### config.mk
export PLATFORM = sky130hd
export DESIGN_NAME = phy_base_registers
export DESIGN_NICKNAME = d
export VERILOG_FILES = /design/src/common/phy_regs_pkg.sv /design/src/logic/phy_base_registers.sv /design/src/logic/sticky_flag.sv /design/src/logic/bus_reset_timer.sv
export SDC_FILE = /design/constraint.sdc
export NUM_CORES = 1
export LEC_CHECK = 0
export BUFFER_PORTS_ARGS = -buffer_cell sky130_fd_sc_hd__buf_2
export CAP_MARGIN = 20
export CORE_MARGIN = 2
export CORE_UTILIZATION = 40
export DETAILED_ROUTE_END_ITERATION = 6
export HOLD_SLACK_MARGIN = 0.15
export MAX_ROUTING_LAYER = met4
export PLACE_DENSITY = 0.68
export SLEW_MARGIN = 25
export SYNTH_ARGS = -nofsm -noshare
export SYNTH_HDL_FRONTEND = slang
export SYNTH_SLANG_ARGS = --single-unit
### constraint.sdc
create_clock -name clock -period 1.56 [get_ports clock]
set_input_delay 0.078 -clock clock [delete_from_list [all_inputs] [get_ports clock]]
set_output_delay 0.078 -clock clock [all_outputs]
set_load 0.05 [all_outputs]
### src/common/phy_regs_pkg.sv
/*
  Constants for the cable PHY base register bank: register indices,
  field positions, fixed field values, reset values and timing counts.
  Assumes a 20 MHz system clock.
*/
package phy_regs_pkg;
  // Register indices; byte address on the bus is four times the index
  localparam logic [3:0] REG_NODE = 4'h0;
  localparam logic [3:0] REG_GAP = 4'h1;
  localparam logic [3:0] REG_EXT = 4'h2;
  localparam logic [3:0] REG_SPEED = 4'h3;
  localparam logic [3:0] REG_LINK = 4'h4;
  localparam logic [3:0] REG_IRQ = 4'h5;
  localparam logic [3:0] REG_RSVD6 = 4'h6;
  localparam logic [3:0] REG_PAGE = 4'h7;
  localparam int IDX_LSB = 2;
  // Bit position 0 of a register is the least significant bit (bit 7 is the MSB here)
  localparam int BIT_ROOT = 1;
  localparam int BIT_CPS = 0;
  localparam int BIT_HOLDOFF = 7;
  localparam int BIT_LONGRST = 6;
  localparam int BIT_LINK_ACTIVE_CONTROL = 7;
  localparam int BIT_CONTEND = 6;
  localparam int BIT_RPIE = 7;
  localparam int BIT_SHORTRST = 6;
  localparam int BIT_CONFIG_TIMEOUT_FLAG = 5;
  localparam int BIT_EAA = 1;
  localparam int BIT_EMC = 0;
  localparam int NUM_FLAGS = 4;
  // Flag order in the flag vector, MSB first as in the register
  localparam int FLAG_CTO = 3;
  localparam int FLAG_PWR = 2;
  localparam int FLAG_STO = 1;
  localparam int FLAG_PORT = 0;
  localparam logic [NUM_FLAGS-1:0] FLAG_RESET = 4'h4;
  // Fixed read-only values, gap count reset value, stale limit and reserved page range
  localparam logic [2:0] EXT_SET = 3'h7;
  localparam logic [3:0] PORTS_TWO = 4'h2;
  localparam logic [3:0] PORTS_ONE = 4'h1;
  localparam logic [2:0] SPEED_S400 = 3'h2;
  localparam logic [3:0] DELAY_CODE = 4'h1;
  localparam logic [2:0] JITTER_CODE = 3'h0;
  localparam logic [5:0] GAP_RESET = 6'h3f;
  localparam logic [1:0] STALE_LIMIT = 2'h2;
  localparam logic [2:0] PAGE_RSVD_LO = 3'h2;
  localparam logic [2:0] PAGE_RSVD_HI = 3'h6;
  // Bus reset durations
  localparam int CLOCK_NS = 50;
  localparam int LONG_RESET_NS = 166000;
  localparam int SHORT_RESET_NS = 1300;
  localparam int TIMER_W = 12;
  localparam logic [TIMER_W-1:0] LONG_CYCLES =
    TIMER_W'((LONG_RESET_NS + CLOCK_NS - 1) / CLOCK_NS);
  localparam logic [TIMER_W-1:0] SHORT_CYCLES =
    TIMER_W'((SHORT_RESET_NS + CLOCK_NS - 1) / CLOCK_NS);
endpackage

### src/logic/phy_base_registers.sv
/*
  Base register bank of a cable PHY behind an Avalon-MM slave with
  waitrequest. Sixteen 8-bit registers, eight base and eight paged.
  Assumes the PHY core gives its status and events as synchronous
  single-cycle strobes and levels on this clock.
*/
// The implementer's own choice: the Avalon-MM interface to the registers.
module phy_base_registers (
  input wire logic clock,
  input wire logic rst_n,
  input wire logic [5:0] address,
  input wire logic read,
  input wire logic write,
  input wire logic [3:0] byteenable,
  input wire logic [31:0] writedata,
  output logic [31:0] readdata,
  output logic waitrequest,
  input wire logic busResetSeen,
  input wire logic selfIdDone,
  input wire logic [5:0] selfIdNode,
  input wire logic becameRoot,
  input wire logic cable_power_sense,
  input wire logic dual_port_strap,
  input wire logic [2:0] power_class_straps,
  input wire logic contenderStrap,
  input wire logic link_power_status,
  input wire logic linkBusy,
  input wire logic configGapValid,
  input wire logic [5:0] configGap,
  input wire logic configTimeout,
  input wire logic stateTimeout,
  input wire logic portEvent,
  input wire logic resumeStart,
  output logic [5:0] gapCount,
  output logic rootHoldoff,
  output logic linkActiveFlag,
  output logic nodeIdValid,
  output logic statusPush,
  output logic [7:0] statusData,
  output logic busResetDrive,
  output logic busResetShort,
  output logic arbAccelEnable
);
  logic [3:0] regIndex;
  logic ackCycle;
  logic wrStrobe;
  logic [7:0] wrByte;
  logic busReset;
  logic [5:0] nodeId_q;
  logic root_q;
  logic holdoff_q;
  logic longReq_q;
  logic shortReq_q;
  logic [5:0] gap_q;
  logic [1:0] stale_q;
  logic linkCtrl_q;
  logic contender_q;
  logic [2:0] powerClass_q;
  logic resumeIrqEn_q;
  logic accel_q;
  logic multiEn_q;
  logic [2:0] page_q;
  logic [3:0] portSel_q;
  logic cpsPrev_q;
  logic strapLoad_q;
  logic timerActive;
  logic timerStart;
  logic [phy_regs_pkg::NUM_FLAGS-1:0] flagSet;
  logic [phy_regs_pkg::NUM_FLAGS-1:0] flags;

  // Register index from a byte address; one register per aligned word
  function automatic logic [3:0] reg_index(input logic [5:0] addr);
    return addr[5:phy_regs_pkg::IDX_LSB];
  endfunction

  function automatic logic write_hits(input logic we, input logic [3:0] idx,
                                      input logic [3:0] want);
    return we && (idx == want);
  endfunction

  assign regIndex = reg_index(address);
  assign ackCycle = !waitrequest && (read || write);
  assign wrStrobe = ackCycle && write && byteenable[0];
  assign wrByte = writedata[7:0];
  // A bus reset is one seen on the cable or the start of one we drive
  assign busReset = busResetSeen || timerStart;

  // One wait state on every access, then the answer for one cycle
  always_ff @(posedge clock) begin
    if (!rst_n) begin
      waitrequest <= 1'b1;
    end else begin
      waitrequest <= !(waitrequest && (read || write));
    end
  end

  // Read mux; reserved, paged and unmapped locations read zero
  always_ff @(posedge clock) begin
    if (!rst_n) begin
      readdata <= '0;
    end else if (waitrequest && read) begin
      readdata <= '0;
      if (address[1:0] == 2'h0) begin
        unique case (regIndex)
          phy_regs_pkg::REG_NODE:
            readdata[7:0] <= {nodeId_q, root_q, cable_power_sense};
          phy_regs_pkg::REG_GAP:
            readdata[7:0] <= {holdoff_q, longReq_q, gap_q};
          phy_regs_pkg::REG_EXT:
            readdata[7:0] <= {phy_regs_pkg::EXT_SET, 1'b0,
              dual_port_strap ? phy_regs_pkg::PORTS_TWO : phy_regs_pkg::PORTS_ONE};
          phy_regs_pkg::REG_SPEED:
            readdata[7:0] <= {phy_regs_pkg::SPEED_S400, 1'b0,
              phy_regs_pkg::DELAY_CODE};
          phy_regs_pkg::REG_LINK:
            readdata[7:0] <= {linkCtrl_q, contender_q, phy_regs_pkg::JITTER_CODE,
              powerClass_q};
          phy_regs_pkg::REG_IRQ:
            readdata[7:0] <= {resumeIrqEn_q, shortReq_q, flags, accel_q, multiEn_q};
          phy_regs_pkg::REG_PAGE:
            readdata[7:0] <= {page_q, 1'b0, portSel_q};
          // Paged window: pages 2..6 reserved, others carry no fields here
          default: readdata <= '0;
        endcase
      end
    end
  end

  // Node id learnt at self-ID; invalid from bus reset until then
  always_ff @(posedge clock) begin
    if (!rst_n) begin
      nodeId_q <= '0;
      nodeIdValid <= 1'b0;
    end else if (busReset) begin
      nodeIdValid <= 1'b0;
    end else if (selfIdDone) begin
      nodeId_q <= selfIdNode;
      nodeIdValid <= 1'b1;
    end
  end

  // Unsolicited register 0 status transfer at self-ID completion
  always_ff @(posedge clock) begin
    if (!rst_n) begin
      statusPush <= 1'b0;
      statusData <= '0;
    end else begin
      statusPush <= selfIdDone && !busReset;
      statusData <= {selfIdNode, root_q, cable_power_sense};
    end
  end

  // Root flag; a bus reset wins over tree-ID in the same cycle
  always_ff @(posedge clock) begin
    if (!rst_n) begin
      root_q <= 1'b0;
    end else if (busReset) begin
      root_q <= 1'b0;
    end else if (becameRoot) begin
      root_q <= 1'b1;
    end
  end

  // Root holdoff only touched by hardware reset and writes
  always_ff @(posedge clock) begin
    if (!rst_n) begin
      holdoff_q <= 1'b0;
    end else if (write_hits(wrStrobe, regIndex, phy_regs_pkg::REG_GAP)) begin
      holdoff_q <= wrByte[phy_regs_pkg::BIT_HOLDOFF];
    end
  end

  // Reset requests; cleared by any bus reset, including our own start
  always_ff @(posedge clock) begin
    if (!rst_n) begin
      longReq_q <= 1'b0;
      shortReq_q <= 1'b0;
    end else if (busReset) begin
      longReq_q <= 1'b0;
      shortReq_q <= 1'b0;
    end else begin
      if (write_hits(wrStrobe, regIndex, phy_regs_pkg::REG_GAP)) begin
        longReq_q <= wrByte[phy_regs_pkg::BIT_LONGRST];
      end
      if (write_hits(wrStrobe, regIndex, phy_regs_pkg::REG_IRQ)) begin
        shortReq_q <= wrByte[phy_regs_pkg::BIT_SHORTRST];
      end
    end
  end

  // Wait for traffic to finish; a long request outranks a short one
  assign timerStart = (longReq_q || shortReq_q) && !linkBusy && !timerActive;

  bus_reset_timer resetTimer (
    .clock(clock),
    .rst_n(rst_n),
    .start(timerStart),
    .isShort(!longReq_q),
    .active_q(timerActive)
  );

  // Drive flags for the line logic, registered
  always_ff @(posedge clock) begin
    if (!rst_n) begin
      busResetDrive <= 1'b0;
      busResetShort <= 1'b0;
    end else begin
      busResetDrive <= timerActive;
      if (timerStart) begin
        busResetShort <= !longReq_q;
      end
    end
  end

  // Gap count: write or config packet updates it and clears staleness
  always_ff @(posedge clock) begin
    if (!rst_n) begin
      gap_q <= phy_regs_pkg::GAP_RESET;
      stale_q <= '0;
    end else if (write_hits(wrStrobe, regIndex, phy_regs_pkg::REG_GAP)) begin
      gap_q <= wrByte[5:0];
      stale_q <= '0;
    end else if (configGapValid) begin
      gap_q <= configGap;
      stale_q <= '0;
    end else if (busReset) begin
      if (stale_q + 2'h1 == phy_regs_pkg::STALE_LIMIT) begin
        gap_q <= phy_regs_pkg::GAP_RESET;
        stale_q <= '0;
      end else begin
        stale_q <= stale_q + 2'h1;
      end
    end
  end

  // Registered copies the arbitration timers use, and link active control gated by link power status
  always_ff @(posedge clock) begin
    if (!rst_n) begin
      gapCount <= phy_regs_pkg::GAP_RESET;
      rootHoldoff <= 1'b0;
      arbAccelEnable <= 1'b0;
      linkActiveFlag <= 1'b0;
    end else begin
      gapCount <= gap_q;
      rootHoldoff <= holdoff_q;
      arbAccelEnable <= accel_q;
      linkActiveFlag <= linkCtrl_q && link_power_status;
    end
  end

  // Straps are caught on the first clock after reset release
  always_ff @(posedge clock) begin
    if (!rst_n) begin
      strapLoad_q <= 1'b1;
    end else begin
      strapLoad_q <= 1'b0;
    end
  end

  // Link control, contender and power class survive bus resets
  always_ff @(posedge clock) begin
    if (!rst_n) begin
      linkCtrl_q <= 1'b1;
      contender_q <= 1'b0;
      powerClass_q <= '0;
    end else if (strapLoad_q) begin
      contender_q <= contenderStrap;
      powerClass_q <= power_class_straps;
    end else if (write_hits(wrStrobe, regIndex, phy_regs_pkg::REG_LINK)) begin
      linkCtrl_q <= wrByte[phy_regs_pkg::BIT_LINK_ACTIVE_CONTROL];
      contender_q <= wrByte[phy_regs_pkg::BIT_CONTEND];
      powerClass_q <= wrByte[2:0];
    end
  end

  // Enables in the interrupt register
  always_ff @(posedge clock) begin
    if (!rst_n) begin
      resumeIrqEn_q <= 1'b0;
      accel_q <= 1'b0;
      multiEn_q <= 1'b0;
    end else if (write_hits(wrStrobe, regIndex, phy_regs_pkg::REG_IRQ)) begin
      resumeIrqEn_q <= wrByte[phy_regs_pkg::BIT_RPIE];
      accel_q <= wrByte[phy_regs_pkg::BIT_EAA];
      multiEn_q <= wrByte[phy_regs_pkg::BIT_EMC];
    end
  end

  // Page select and port select
  always_ff @(posedge clock) begin
    if (!rst_n) begin
      page_q <= '0;
      portSel_q <= '0;
    end else if (write_hits(wrStrobe, regIndex, phy_regs_pkg::REG_PAGE)) begin
      page_q <= wrByte[7:5];
      portSel_q <= wrByte[3:0];
    end
  end

  // Falling edge of cable power raises the power drop flag
  always_ff @(posedge clock) begin
    if (!rst_n) begin
      cpsPrev_q <= 1'b1;
    end else begin
      cpsPrev_q <= cable_power_sense;
    end
  end

  assign flagSet[phy_regs_pkg::FLAG_CTO] = configTimeout;
  assign flagSet[phy_regs_pkg::FLAG_PWR] = cpsPrev_q && !cable_power_sense;
  assign flagSet[phy_regs_pkg::FLAG_STO] = stateTimeout;
  assign flagSet[phy_regs_pkg::FLAG_PORT] = portEvent || (resumeStart && resumeIrqEn_q);

  // Write-one-to-clear flags, one per bit
  for (genvar i = 0; i < phy_regs_pkg::NUM_FLAGS; i++) begin : gFlag
    sticky_flag #(
      .RESET_VALUE(phy_regs_pkg::FLAG_RESET[i])
    ) flagBit (
      .clock(clock),
      .rst_n(rst_n),
      .setEvent(flagSet[i]),
      .clearStrobe(write_hits(wrStrobe, regIndex, phy_regs_pkg::REG_IRQ) &&
                   wrByte[phy_regs_pkg::BIT_CONFIG_TIMEOUT_FLAG - phy_regs_pkg::FLAG_CTO + i]),
      .flag_q(flags[i])
    );
  end
endmodule // phy_base_registers

### src/logic/sticky_flag.sv
/*
  One sticky event flag, cleared by writing one.
  Assumes set and clear are single-cycle strobes in the clock domain.
*/
module sticky_flag #(
  parameter logic RESET_VALUE = 1'b0
) (
  input wire logic clock,
  input wire logic rst_n,
  input wire logic setEvent,
  input wire logic clearStrobe,
  output logic flag_q
);
  // Set beats clear so an event in the clearing cycle is kept
  always_ff @(posedge clock) begin
    if (!rst_n) begin
      flag_q <= RESET_VALUE;
    end else if (setEvent) begin
      flag_q <= 1'b1;
    end else if (clearStrobe) begin
      flag_q <= 1'b0;
    end
  end
endmodule // sticky_flag

### src/logic/bus_reset_timer.sv
/*
  Times the bus reset the PHY drives, long or short.
  Assumes start is a one-cycle strobe given only while idle.
*/
module bus_reset_timer (
  input wire logic clock,
  input wire logic rst_n,
  input wire logic start,
  input wire logic isShort,
  output logic active_q
);
  logic [phy_regs_pkg::TIMER_W-1:0] count_q;

  // Load the length on start and count down to the end of the reset
  always_ff @(posedge clock) begin
    if (!rst_n) begin
      count_q <= '0;
      active_q <= 1'b0;
    end else if (start && !active_q) begin
      count_q <= isShort ? phy_regs_pkg::SHORT_CYCLES : phy_regs_pkg::LONG_CYCLES;
      active_q <= 1'b1;
    end else if (active_q) begin
      count_q <= count_q - 1'b1;
      active_q <= (count_q != 1);
    end
  end
endmodule // bus_reset_timer

# Word-level counts from Yosys, hierarchy flattened
# Index checks and enable logic that the tools add are counted.
totals:
  output_inout_bits: 54
  register_bits: 106
  word_cells: 117
  in_bits: 74
op_classes:
  n_mux: 24
  bitwise: 3
  add_sub_neg: 2
  eq_ne: 8
  reduce_logical: 46
ops:
  columns: ["op", "count"]
  rows:
  - ["case mux 8 bit (7 select lines)", 1]
  - ["two-way mux 12 bit", 3]
  - ["two-way mux 6 bit", 4]
  - ["logical AND 1 bit", 20]
  - ["== test 4 x 3 -> 1 bit, second input constant", 3]
  - ["inequality test 12 x 1 -> 1 bit, second input constant", 1]
  - ["subtractor 12 x 1 -> 12 bit, second input constant", 1]
  - ["two-way mux 1 bit", 11]
  - ["nonzero test 2 bit", 5]
  - ["== test 4 x 2 -> 1 bit, second input constant", 2]
  - ["two-way mux 8 bit", 1]
  - ["logical NOT 1 bit", 7]
  - ["two-way mux 3 bit", 2]
  - ["AND reduction 2 bit", 3]
  - ["nonzero test 3 bit", 2]
  - ["== test 4 x 1 -> 1 bit, second input constant", 1]
  - ["logical NOT 4 bit", 1]
  - ["logical OR 1 bit", 4]
  - ["two-way mux 2 bit", 2]
  - ["OR reduction 2 bit", 2]
  - ["NOT 1 bit", 3]
  - ["OR reduction 3 bit", 1]
  - ["adder 2 x 1 -> 2 bit, second input constant", 1]
  - ["== test 2 bit, second input constant", 1]
  - ["logical NOT 2 bit", 1]

# Longest topological paths before layout
# Gate-level depths: netlist (run 1).
depth:
  ltp_word: 8
  mapped_depth: 6
  mapped_depth_nobuf: 6

# By module
# Synthesis (run 1) repeated with hierarchy kept, for this count alone.
unflattened:
  hier_cells: 410
  hier_area_um2: 3871.2
by_module_without_submodules:
  columns: ["mod", "area_each_um2", "n_inst", "seq_area_each_um2", "cells_per_inst"]
  rows:
  - ["phy_base_registers", 3010.4, 1, 1301.2, 320]
  - ["bus_reset_timer", 703.2, 1, 260.2, 78]
  - ["sticky_flag at gFlag[0].flagBit ...", 41.3, 3, 20.0, 3]
  - ["sticky_flag at gFlag[2].flagBit", 33.8, 1, 20.0, 3]

# Worst setup path before layout (run 1)
# No wires, ideal clock.
synth_path:
  path_kind: "flip-flop to flip-flop"
  start: "reg waitrequest"
  end: "reg contender_q"
  setup_ns: 0.123
  synth_period_minus_slack_ns: 1.721
  arrival_ns: 1.598
  path_stages_with_launch: 6
  n_path_buf: 1
  required_time_ns: 1.437
  setup_slack_ns: -0.161
  path_cell_list: "dfxtp_1 -> nand3b_1 -> buf_2 -> nand3b_1 -> mux2i_1 -> a21oi_1"
synth_between:
  elab_chain_cells: 6
synth_lines:
  columns: ["element", "line_no", "source"]
  rows:
  - ["start: declaration", "phy_base_registers.sv:17", "output logic waitrequest,"]
  - ["start signal: assignment", "phy_base_registers.sv:93", "waitrequest <= !(waitrequest && (read || write));"]
  - ["logical NOT 1 bit", "phy_base_registers.sv:82", "assign ackCycle = !waitrequest && (read || write);"]
  - ["logical AND 1 bit", "phy_base_registers.sv:82", null]
  - ["logical AND 1 bit (2 in series)", "phy_base_registers.sv:83", "assign wrStrobe = ackCycle && write && byteenable[0];"]
  - ["logical AND 1 bit", "phy_base_registers.sv:78", "return we && (idx == want);"]
  - ["nonzero test 2 bit (no line)", null, null]
  - ["end signal: assignment", "phy_base_registers.sv:267", "contender_q <= contenderStrap;"]
  - ["end signal: assignment", "phy_base_registers.sv:271", "contender_q <= wrByte[phy_regs_pkg::BIT_CONTEND];"]
  - ["end: declaration", "phy_base_registers.sv:57", "logic contender_q;"]
# No other way between the ends.
# A chain may end at the register's enable or synchronous reset.

# Worst setup path in the final report (run 1)
layout_path:
  start: "reg waitrequest"
  end: "reg gap_q[0]"
layout_between:
  elab_chain_cells: 7
  elab_cells_between_ends: 9
  cone_classes: "1 x mux; 8 x reduce/logical"
layout_lines:
  columns: ["element", "line_no", "source"]
  rows:
  - ["logical NOT 1 bit (*)", "phy_base_registers.sv:82", null]
  - ["logical AND 1 bit (*)", "phy_base_registers.sv:82", null]
  - ["logical AND 1 bit (*) (2 in series)", "phy_base_registers.sv:83", null]
  - ["logical AND 1 bit (*)", "phy_base_registers.sv:78", null]
  - ["nonzero test 3 bit (no line)", null, null]
  - ["AND reduction 2 bit (no line)", null, null]
  - ["end signal: assignment", "phy_base_registers.sv:218", "gap_q <= phy_regs_pkg::GAP_RESET;"]
  - ["end signal: assignment", "phy_base_registers.sv:221", "gap_q <= wrByte[5:0];"]
  - ["end signal: assignment", "phy_base_registers.sv:224", "gap_q <= configGap;"]
  - ["end: declaration", "phy_base_registers.sv:54", "logic [5:0] gap_q;"]
# Mark *: on every way between the ends. The rest lies on a longest branch, timed or not.

==> impl_metrics.prom, run 1 <==
# TYPE chip_impl_metric gauge
chip_impl_info{name="status",value="complete, no violations"} 1
chip_impl_info{name="clock-root-buffer",value="clkbuf_8"} 1
chip_impl_metric{name="slew_viol_final",unit=""} 0
chip_impl_metric{name="hold_slack",unit="ns"} 0.162
chip_impl_metric{name="post-route-worst-setup-slack",unit="ns"} 0.0308
chip_impl_metric{name="dpl.hpwl",unit="mm"} 7.08
chip_impl_metric{name="p_per_area",unit="nW/um2"} 913
chip_impl_metric{name="count_of_input_and_output_buffers",unit=""} 76
chip_impl_metric{name="yosys_warnings",unit=""} 0
chip_impl_metric{name="die_w",unit="um"} 101
chip_impl_metric{name="r2r_cells",unit=""} 5
chip_impl_metric{name="vias_per_cell",unit=""} 5.13
chip_impl_metric{name="post_route_cells_drive_above_1_share",unit="%"} 26.0
chip_impl_metric{name="timing.hold.worst_path_depth",unit=""} 3
chip_impl_info{name="final_common_cell",value="dfxtp_1"} 1
chip_impl_metric{name="cts.path.max_buffers",unit=""} 2
chip_impl_info{name="rsz_0062_raised_after_global_routing",value="true"} 1
chip_impl_metric{name="place_ws",unit="ns"} 0.0160
chip_impl_metric{name="design.final.nets",unit=""} 624
chip_impl_metric{name="first_iter_violations",unit=""} 166
chip_impl_info{name="cts_tree",value="done"} 1
chip_impl_metric{name="fin_crit",unit="ns"} 1.53
chip_impl_metric{name="insertion_delay",unit="ns"} 0.35
chip_impl_metric{name="placedCellCount",unit=""} 630
chip_impl_metric{name="detailedRoute.firstPassIterationCount",unit=""} 5
chip_impl_metric{name="final_design_area_no_fill",unit="um2"} 4990
chip_impl_metric{name="synth_area_per_cell",unit="um2"} 9.06
chip_impl_metric{name="static-leakage-power",unit="nW"} 2.24
chip_impl_metric{name="post_layout_nonfiller_instances",unit=""} 682
chip_impl_metric{name="worst_ir_drop_vdd",unit="mV"} 0.488
chip_impl_metric{name="route.antenna.remaining_nets",unit=""} 0
chip_impl_metric{name="post_synth_edffs",unit=""} 0
chip_impl_metric{name="synthCells",unit=""} 419
chip_impl_metric{name="gr-total-overflow",unit=""} 0
chip_impl_metric{name="post_dp_cell_area",unit="um2"} 4380
chip_impl_metric{name="finalSetupViolations",unit=""} 0
chip_impl_metric{name="clock_tree.htree_level_count",unit=""} 3
chip_impl_metric{name="clock.fmax",unit="MHz"} 654
chip_impl_metric{name="grt_pass1_vias",unit=""} 3294
chip_impl_metric{name="synthToLayoutAreaGrowth",unit="%"} 31.6
chip_impl_metric{name="worstPathArrival",unit="ns"} 1.74
chip_impl_metric{name="globalplace.congestion",unit=""} 0.867
chip_impl_metric{name="number_of_antenna_violations_at_the_first_check_in_global_routing",unit=""} 0
chip_impl_metric{name="p_int",unit="mW"} 3.33
chip_impl_metric{name="seq_power_share",unit="%"} 47.9
chip_impl_metric{name="detail_route.drc_violations",unit=""} 0
chip_impl_metric{name="crit_cells",unit=""} 5
chip_impl_metric{name="routed-via-count",unit=""} 3498
chip_impl_metric{name="regArea",unit="um2"} 1650
chip_impl_metric{name="post_drt_wl_per_cell",unit="um"} 14.9
chip_impl_metric{name="timing.max_cap.violations",unit=""} 0
chip_impl_info{name="most_frequent_cells_in_the_layout",value="dfxtp_1 (79), buf_2 (76), nor2_1 (41)"} 1
chip_impl_metric{name="top_level_ports",unit=""} 128
chip_impl_metric{name="post_synth_instance_area",unit="um2"} 3800
chip_impl_metric{name="design_power_total",unit="mW"} 4.56
chip_impl_metric{name="layout.filler_cells",unit=""} 865
chip_impl_info{name="worst_hold_path_type",value="in2reg"} 1
chip_impl_metric{name="antenna_cells_inserted",unit=""} 0
chip_impl_info{name="timing_worst_setup_path_type",value="reg2reg"} 1
chip_impl_metric{name="start_util",unit="%"} 41.1
chip_impl_info{name="critical-path-slowest-cell",value="dfxtp_2"} 1
chip_impl_metric{name="total_cts_buffers",unit=""} 9
chip_impl_info{name="path_cells",value="nand3b_1, buf_4, nor2_8, mux2i_2, o21ai_1"} 1
chip_impl_metric{name="design.core.area",unit="um2"} 9240
chip_impl_metric{name="clk_pin_slew_worst_paths",unit="ns"} 0.08
chip_impl_metric{name="multiInputGateArea",unit="um2"} 1950
chip_impl_metric{name="critPathMaxStageDelay",unit="ns"} 0.34
chip_impl_metric{name="chip_height",unit="um"} 101
chip_impl_metric{name="path_buf_inv",unit=""} 1
chip_impl_info{name="synth_ff_type",value="dfxtp_1"} 1
chip_impl_metric{name="final.period_utilization",unit="%"} 98.0
chip_impl_metric{name="grt_max_degree",unit=""} 46
chip_impl_metric{name="die_area",unit="um2"} 10300
chip_impl_metric{name="clock_sinks",unit=""} 82
chip_impl_metric{name="num_rows",unit=""} 35
chip_impl_metric{name="ys_ff_latch",unit=""} 82
chip_impl_info{name="kind_of_launch_point_of_the_worst_setup_path",value="flip-flop"} 1
chip_impl_info{name="critical_path.top_delay_family",value="simple AND/OR/NAND/NOR gates"} 1
chip_impl_metric{name="netSwitchingPower",unit="mW"} 1.23
chip_impl_metric{name="p_clk_share",unit="%"} 37.5
chip_impl_metric{name="synth-async-reset-ratio",unit="%"} 0
chip_impl_metric{name="number_of_distinct_library_cells_after_synthesis",unit=""} 65
chip_impl_metric{name="grt_pass1_wl",unit="mm"} 16.2
chip_impl_metric{name="comb_power_share",unit="%"} 14.6
chip_impl_metric{name="hold_viol_final",unit=""} 0
chip_impl_metric{name="ys_seq_area_share",unit="%"} 43.2
chip_impl_metric{name="groute.usage.overall",unit="%"} 20.8
chip_impl_metric{name="fin_worst_skew",unit="ns"} 0.0105
chip_impl_metric{name="share_of_total_power_consumed_by_net_switching",unit="%"} 27.0
chip_impl_info{name="critical_path.endpoint_type",value="flip-flop"} 1
chip_impl_metric{name="worst_ep_required_time",unit="ns"} 1.77
chip_impl_metric{name="detail_route.wirelength",unit="mm"} 10.1
chip_impl_metric{name="worst-path-max-fanout",unit=""} 9
[sequential cells by signal, indices dropped and copies added, names as in the netlist, 2 cells and up]
register              flops
gFlag.flagBit.flag_q      4
gapCount                  6
gap_q                     6
nodeId_q                  6
page_q                    3
portSel_q                 4
powerClass_q              3
readdata                  8
resetTimer.count_q       12
stale_q                   2
statusData                8
[layout make-up]
type	instances	share of cell area, %
inverters	14	1.05
multi-input cells	300	39.0
clock buffers	11	2.83
well taps	129	3.23
clock inverters	5	1.55
flip-flops and latches	82	32.9
repair buffers	141	19.4
[power groups by stage]
stage / clock network [mW] / registers (mW) / logic (mW)
3_5_place_dp: 0 / 2.23 / 0.585
6_report: 1.71 / 2.18 / 0.666
2_1_floorplan: 0 / 2.30 / 0.378
4_1_cts: 1.74 / 2.18 / 0.655
3_3_place_gp: 0 / 2.23 / 0.580
5_1_grt: 1.83 / 2.19 / 0.713
[synth_stat cells, types with 2 or more instances]
library cell	n	area, um2
o311ai_0	2	17.5
a22o_1	3	26.3
a32oi_1	3	26.3
nor3_1	8	40.0
o21a_1	3	22.5
ha_1	2	25.0
a22oi_1	5	37.5
nor3b_1	3	22.5
a32o_1	3	30.0
a21o_1	3	22.5
mux2i_1	28	280
nand2_1	22	82.6
inv_1	12	45.0
nor4b_1	2	17.5
a31oi_1	2	12.5
o21ai_1	7	35.0
xor2_1	3	26.3
and3_1	4	25.0
clkbuf_1	13	48.8
a221oi_1	2	17.5
and2_1	12	75.1
o211ai_1	5	37.5
nand2b_1	14	87.6
o22ai_1	3	18.8
a21oi_1	23	115
or3_1	2	12.5
buf_4	24	180
o21ai_0	16	80.1
nor4_1	3	18.8
nand3b_1	2	15.0
dfxtp_1	82	1640
mux2_2	6	67.6
clkinv_1	2	7.51
nor2b_1	7	43.8
a21boi_0	4	30.0
buf_2	6	30.0
buf_6	2	22.5
o2bb2ai_1	2	17.5
nor2_1	41	154
a311oi_1	2	17.5
nand3_1	7	35.0
[repair_timing]
item,in CTS,in global routing
hold buffers,35,0
gates resized for setup,1,9
pin swaps,0,2
hold endpoints to repair,50,0
buffers inserted,0,1
setup endpoints to repair,1,14
[stage by stage]
step	utilization, %	setup TNS (ns)
after floorplan	-	0
after global placement	47.4	0
after detailed placement	47.4	0
after CTS	53.6	0
after global routing	54.1	-0.0757
final	54.1	0
[tightest hold or removal path, cell delays in order]
cell and delay [ns]:
buf_2 0.16, o21ai_0 0.11, a21oi_1 0.12
[metal layers]
metal / track usage, % / wire, um / vias up
met5: - / 0 / -
met4: 7.90 / 240 / 0
met3: 4.35 / 614 / 21
met2: 33.4 / 4740 / 150
met1: 25.6 / 4550 / 1638
li1: - / - / 1689
[final timing paths]
kind / from / to / slack (ns)
worst max register to register: waitrequest$_SDFF_PN1_ / gap_q[0]$_SDFFE_PN1P_ / 0.03
worst min-delay path: address[3] / readdata[6]$_SDFFE_PN0P_ / 0.16
worst min register to register: cpsPrev_q$_SDFF_PN1_ / gFlag[2].flagBit.flag_q$_SDFFE_PP1P_ / 0.47
worst max-delay path: waitrequest$_SDFF_PN1_ / gap_q[0]$_SDFFE_PN1P_ / 0.03
[kinds of logic (layout without fill, tap and decap cells)]
kind of cell / after synthesis / count (layout) / share of synthesized area (%)
buffers and inverters: 60 / 171 / 8.90
AOI/OAI and AO/OA: 98 / 98 / 17.4
muxes: 34 / 34 / 9.16
other: 1 / 24 / 0.0988
xor gates and xnor gates: 4 / 4 / 0.923
and+or+nand+nor: 138 / 138 / 19.6
DFF: 82 / 82 / 43.2
adders and majority gates: 2 / 2 / 0.659
(Power assumes the default switching activity.)
==> run 2, diff against run 1 <==
--- a/config.mk
+++ b/config.mk
@@ -12,7 +12,7 @@
 export DETAILED_ROUTE_END_ITERATION = 6
 export HOLD_SLACK_MARGIN = 0.15
 export MAX_ROUTING_LAYER = met4
-export PLACE_DENSITY = 0.68
+export PLACE_DENSITY_LB_ADDON = 0.12
 export SLEW_MARGIN = 25
 export SYNTH_ARGS = -nofsm -noshare
 export SYNTH_HDL_FRONTEND = slang
==> impl_metrics.prom, run 2 (synthesis gave the netlist of run 1 again) <==
# TYPE chip_impl_metric gauge
chip_impl_info{name="clock-root-buffer",value="clkbuf_8"} 1
chip_impl_metric{name="p_clk_share",unit="%"} 34.4
chip_impl_metric{name="grt_pass1_vias",unit=""} 3206
chip_impl_info{name="status",value="complete, no violations"} 1
chip_impl_metric{name="detailedRoute.firstPassIterationCount",unit=""} 4
chip_impl_metric{name="post_drt_wl_per_cell",unit="um"} 15.0
chip_impl_metric{name="detail_route.drc_violations",unit=""} 0
chip_impl_metric{name="finalSetupViolations",unit=""} 0
chip_impl_info{name="critical-path-slowest-cell",value="dfxtp_2"} 1
chip_impl_metric{name="die_w",unit="um"} 101
chip_impl_info{name="rsz_0062_raised_after_global_routing",value="true"} 1
chip_impl_metric{name="worst_ep_required_time",unit="ns"} 1.80
chip_impl_metric{name="path_buf_inv",unit=""} 1
chip_impl_metric{name="slew_viol_final",unit=""} 0
chip_impl_info{name="critical_path.endpoint_type",value="flip-flop"} 1
chip_impl_metric{name="design.final.nets",unit=""} 624
chip_impl_metric{name="clock.fmax",unit="MHz"} 666
chip_impl_metric{name="p_per_area",unit="nW/um2"} 877
chip_impl_info{name="kind_of_launch_point_of_the_worst_setup_path",value="flip-flop"} 1
chip_impl_metric{name="critPathMaxStageDelay",unit="ns"} 0.35
chip_impl_metric{name="num_rows",unit=""} 35
chip_impl_metric{name="comb_power_share",unit="%"} 15.2
chip_impl_metric{name="post_route_cells_drive_above_1_share",unit="%"} 26.0
chip_impl_metric{name="dpl.hpwl",unit="mm"} 7.34
chip_impl_info{name="largest_register",value="resetTimer.count_q"} 1
chip_impl_metric{name="worst_pin_slew",unit="ns"} 0.575
chip_impl_info{name="final_common_cell",value="dfxtp_1"} 1
chip_impl_metric{name="count_of_input_and_output_buffers",unit=""} 76
chip_impl_metric{name="grt_max_degree",unit=""} 46
chip_impl_info{name="most_frequent_cells_in_the_layout",value="dfxtp_1 (79), buf_2 (76), nor2_1 (41)"} 1
chip_impl_metric{name="route.antenna.remaining_nets",unit=""} 0
chip_impl_metric{name="static-leakage-power",unit="nW"} 2.21
chip_impl_metric{name="fin_crit",unit="ns"} 1.50
chip_impl_metric{name="fin_worst_skew",unit="ns"} 0.00867
chip_impl_metric{name="detail_route.wirelength",unit="mm"} 10.2
chip_impl_metric{name="worstPathArrival",unit="ns"} 1.74
chip_impl_metric{name="tns",unit="ns"} 0
chip_impl_metric{name="hold_slack",unit="ns"} 0.142
chip_impl_metric{name="hold_viol_final",unit=""} 0
chip_impl_metric{name="number_of_antenna_violations_at_the_first_check_in_global_routing",unit=""} 0
chip_impl_info{name="critical_path.top_delay_family",value="compound AO/OA/AOI/OAI gates"} 1
chip_impl_metric{name="placedCellCount",unit=""} 628
chip_impl_metric{name="clock_sinks",unit=""} 82
chip_impl_metric{name="share_of_total_power_consumed_by_net_switching",unit="%"} 28.2
chip_impl_metric{name="groute.usage.overall",unit="%"} 21.1
chip_impl_metric{name="largest_register_ff_count",unit=""} 12
chip_impl_metric{name="final.period_utilization",unit="%"} 96.2
chip_impl_metric{name="p_int",unit="mW"} 3.11
chip_impl_metric{name="synthToLayoutAreaGrowth",unit="%"} 30.2
chip_impl_metric{name="layout.filler_cells",unit=""} 897
chip_impl_metric{name="insertion_delay",unit="ns"} 0.35
chip_impl_info{name="startpoint",value="resetTimer.count_q[1]$_SDFFE_PN0P_"} 1
chip_impl_metric{name="gr-total-overflow",unit=""} 0
chip_impl_metric{name="design_power_total",unit="mW"} 4.34
chip_impl_metric{name="globalplace.congestion",unit=""} 0.837
chip_impl_metric{name="post_layout_nonfiller_instances",unit=""} 682
chip_impl_info{name="worst_hold_path_type",value="in2reg"} 1
chip_impl_metric{name="max_slew_margin",unit="%"} 61.3
chip_impl_metric{name="netSwitchingPower",unit="mW"} 1.22
chip_impl_metric{name="rrSetupSlack",unit="ns"} 0.06
chip_impl_metric{name="seq_power_share",unit="%"} 50.4
chip_impl_metric{name="start_util",unit="%"} 41.1
chip_impl_metric{name="first_iter_violations",unit=""} 138
chip_impl_info{name="path_cells",value="inv_1, ha_2, nor3b_4, nand3_1, a22o_1, a22o_1"} 1
chip_impl_metric{name="vias_per_cell",unit=""} 4.97
chip_impl_metric{name="antenna_cells_inserted",unit=""} 0
chip_impl_metric{name="grt_pass1_wl",unit="mm"} 16.2
chip_impl_info{name="critPathCapture",value="resetTimer.count_q[10]$_SDFFE_PN0P_"} 1
chip_impl_metric{name="top_level_ports",unit=""} 128
chip_impl_info{name="crit_reg_reg_endpoint",value="resetTimer.count_q[10]$_SDFFE_PN0P_"} 1
chip_impl_metric{name="r2r_cells",unit=""} 6
chip_impl_info{name="rr_startpoint",value="resetTimer.count_q[1]$_SDFFE_PN0P_"} 1
chip_impl_info{name="path_common_cell",value="a22o_1"} 1
chip_impl_metric{name="worst_ir_drop_vdd",unit="mV"} 0.370
chip_impl_info{name="reg_top3",value="resetTimer.count_q x12, readdata x8, statusData x8"} 1
chip_impl_info{name="timing_worst_setup_path_type",value="reg2reg"} 1
chip_impl_metric{name="clock_tree.htree_level_count",unit=""} 3
chip_impl_info{name="cts_tree",value="done"} 1
chip_impl_metric{name="crit_cells",unit=""} 6
chip_impl_metric{name="timing.max_cap.violations",unit=""} 0
chip_impl_metric{name="worst-path-max-fanout",unit=""} 5
chip_impl_metric{name="design.core.area",unit="um2"} 9240
chip_impl_metric{name="total_cts_buffers",unit=""} 9
chip_impl_metric{name="chip_height",unit="um"} 101
chip_impl_metric{name="routed-via-count",unit=""} 3392
chip_impl_metric{name="die_area",unit="um2"} 10300
chip_impl_metric{name="clk_pin_slew_worst_paths",unit="ns"} 0.08
chip_impl_metric{name="cts.path.max_buffers",unit=""} 2
run 2: cell type report:
type	instances	area (um2)	share of cell area, %
Tap cell	129	161	3.27
Clock buffer	10	128	2.58
Multi-Input combinational cell	300	1930	39.0
Sequential cell	82	1650	33.3
Timing Repair Buffer	141	970	19.6
Clock inverter	6	57.6	1.16
Inverter	14	52.6	1.06
run 2: repair_timing:
| action | in CTS | in global routing |
|---|---|---|
| gates resized for setup | 0 | 8 |
| endpoints found under the setup margin | 0 | 20 |
| endpoints found under the hold margin | 47 | 0 |
| buffers inserted | 0 | 4 |
| hold buffers | 34 | 0 |
run 2: worst min-delay path by stage:
stage                   from                              endpoint  slack [ns]  cells past startpoint
4_1_cts         busResetSeen                longReq_q$_SDFFE_PP0P_        0.15                      4
6_report               rst_n    resetTimer.count_q[8]$_SDFFE_PN0P_        0.14                      3
5_1_grt                rst_n    resetTimer.count_q[8]$_SDFFE_PN0P_        0.16                      3
3_3_place_gp   configTimeout  gFlag[3].flagBit.flag_q$_SDFFE_PN0P_        0.29                      2
3_5_place_dp    stateTimeout  gFlag[1].flagBit.flag_q$_SDFFE_PN0P_        0.30                      2
2_1_floorplan           read                waitrequest$_SDFF_PN1_        0.19                      1
run 2: layer usage:
layer  wire (um)  vias up  global-route usage (%)
met1        4940     1613                    27.9
met4         124        0                    6.55
met3         350        7                    2.48
met2        4820       79                    33.7
li1            -     1693                       -
met5           0        -                       -
run 2: per-stage QoR:
stage	utilization, %	instance area (um2)	setup WS [ns]
2_1_floorplan	-	3890	0.00358
3_3_place_gp	47.2	4360	0.0590
3_5_place_dp	47.2	4360	0.0419
4_1_cts	52.9	4890	0.0258
5_1_grt	53.5	4940	-0.0182
6_report	53.5	4940	0.0588
run 2: worst register-to-register path: stages (launching register included):
cell and delay (ns):
dfxtp_2 0.35, inv_1 0.08, ha_2 0.18, nor3b_4 0.25, nand3_1 0.13, a22o_1 0.19
a22o_1 0.23
run 2: power groups by stage:
stage	Clock, mW	Sequential, mW	Combinational (mW)
2_1_floorplan	0	2.30	0.378
3_3_place_gp	0	2.23	0.580
3_5_place_dp	0	2.23	0.583
4_1_cts	1.53	2.18	0.650
5_1_grt	1.62	2.19	0.710
6_report	1.49	2.18	0.658
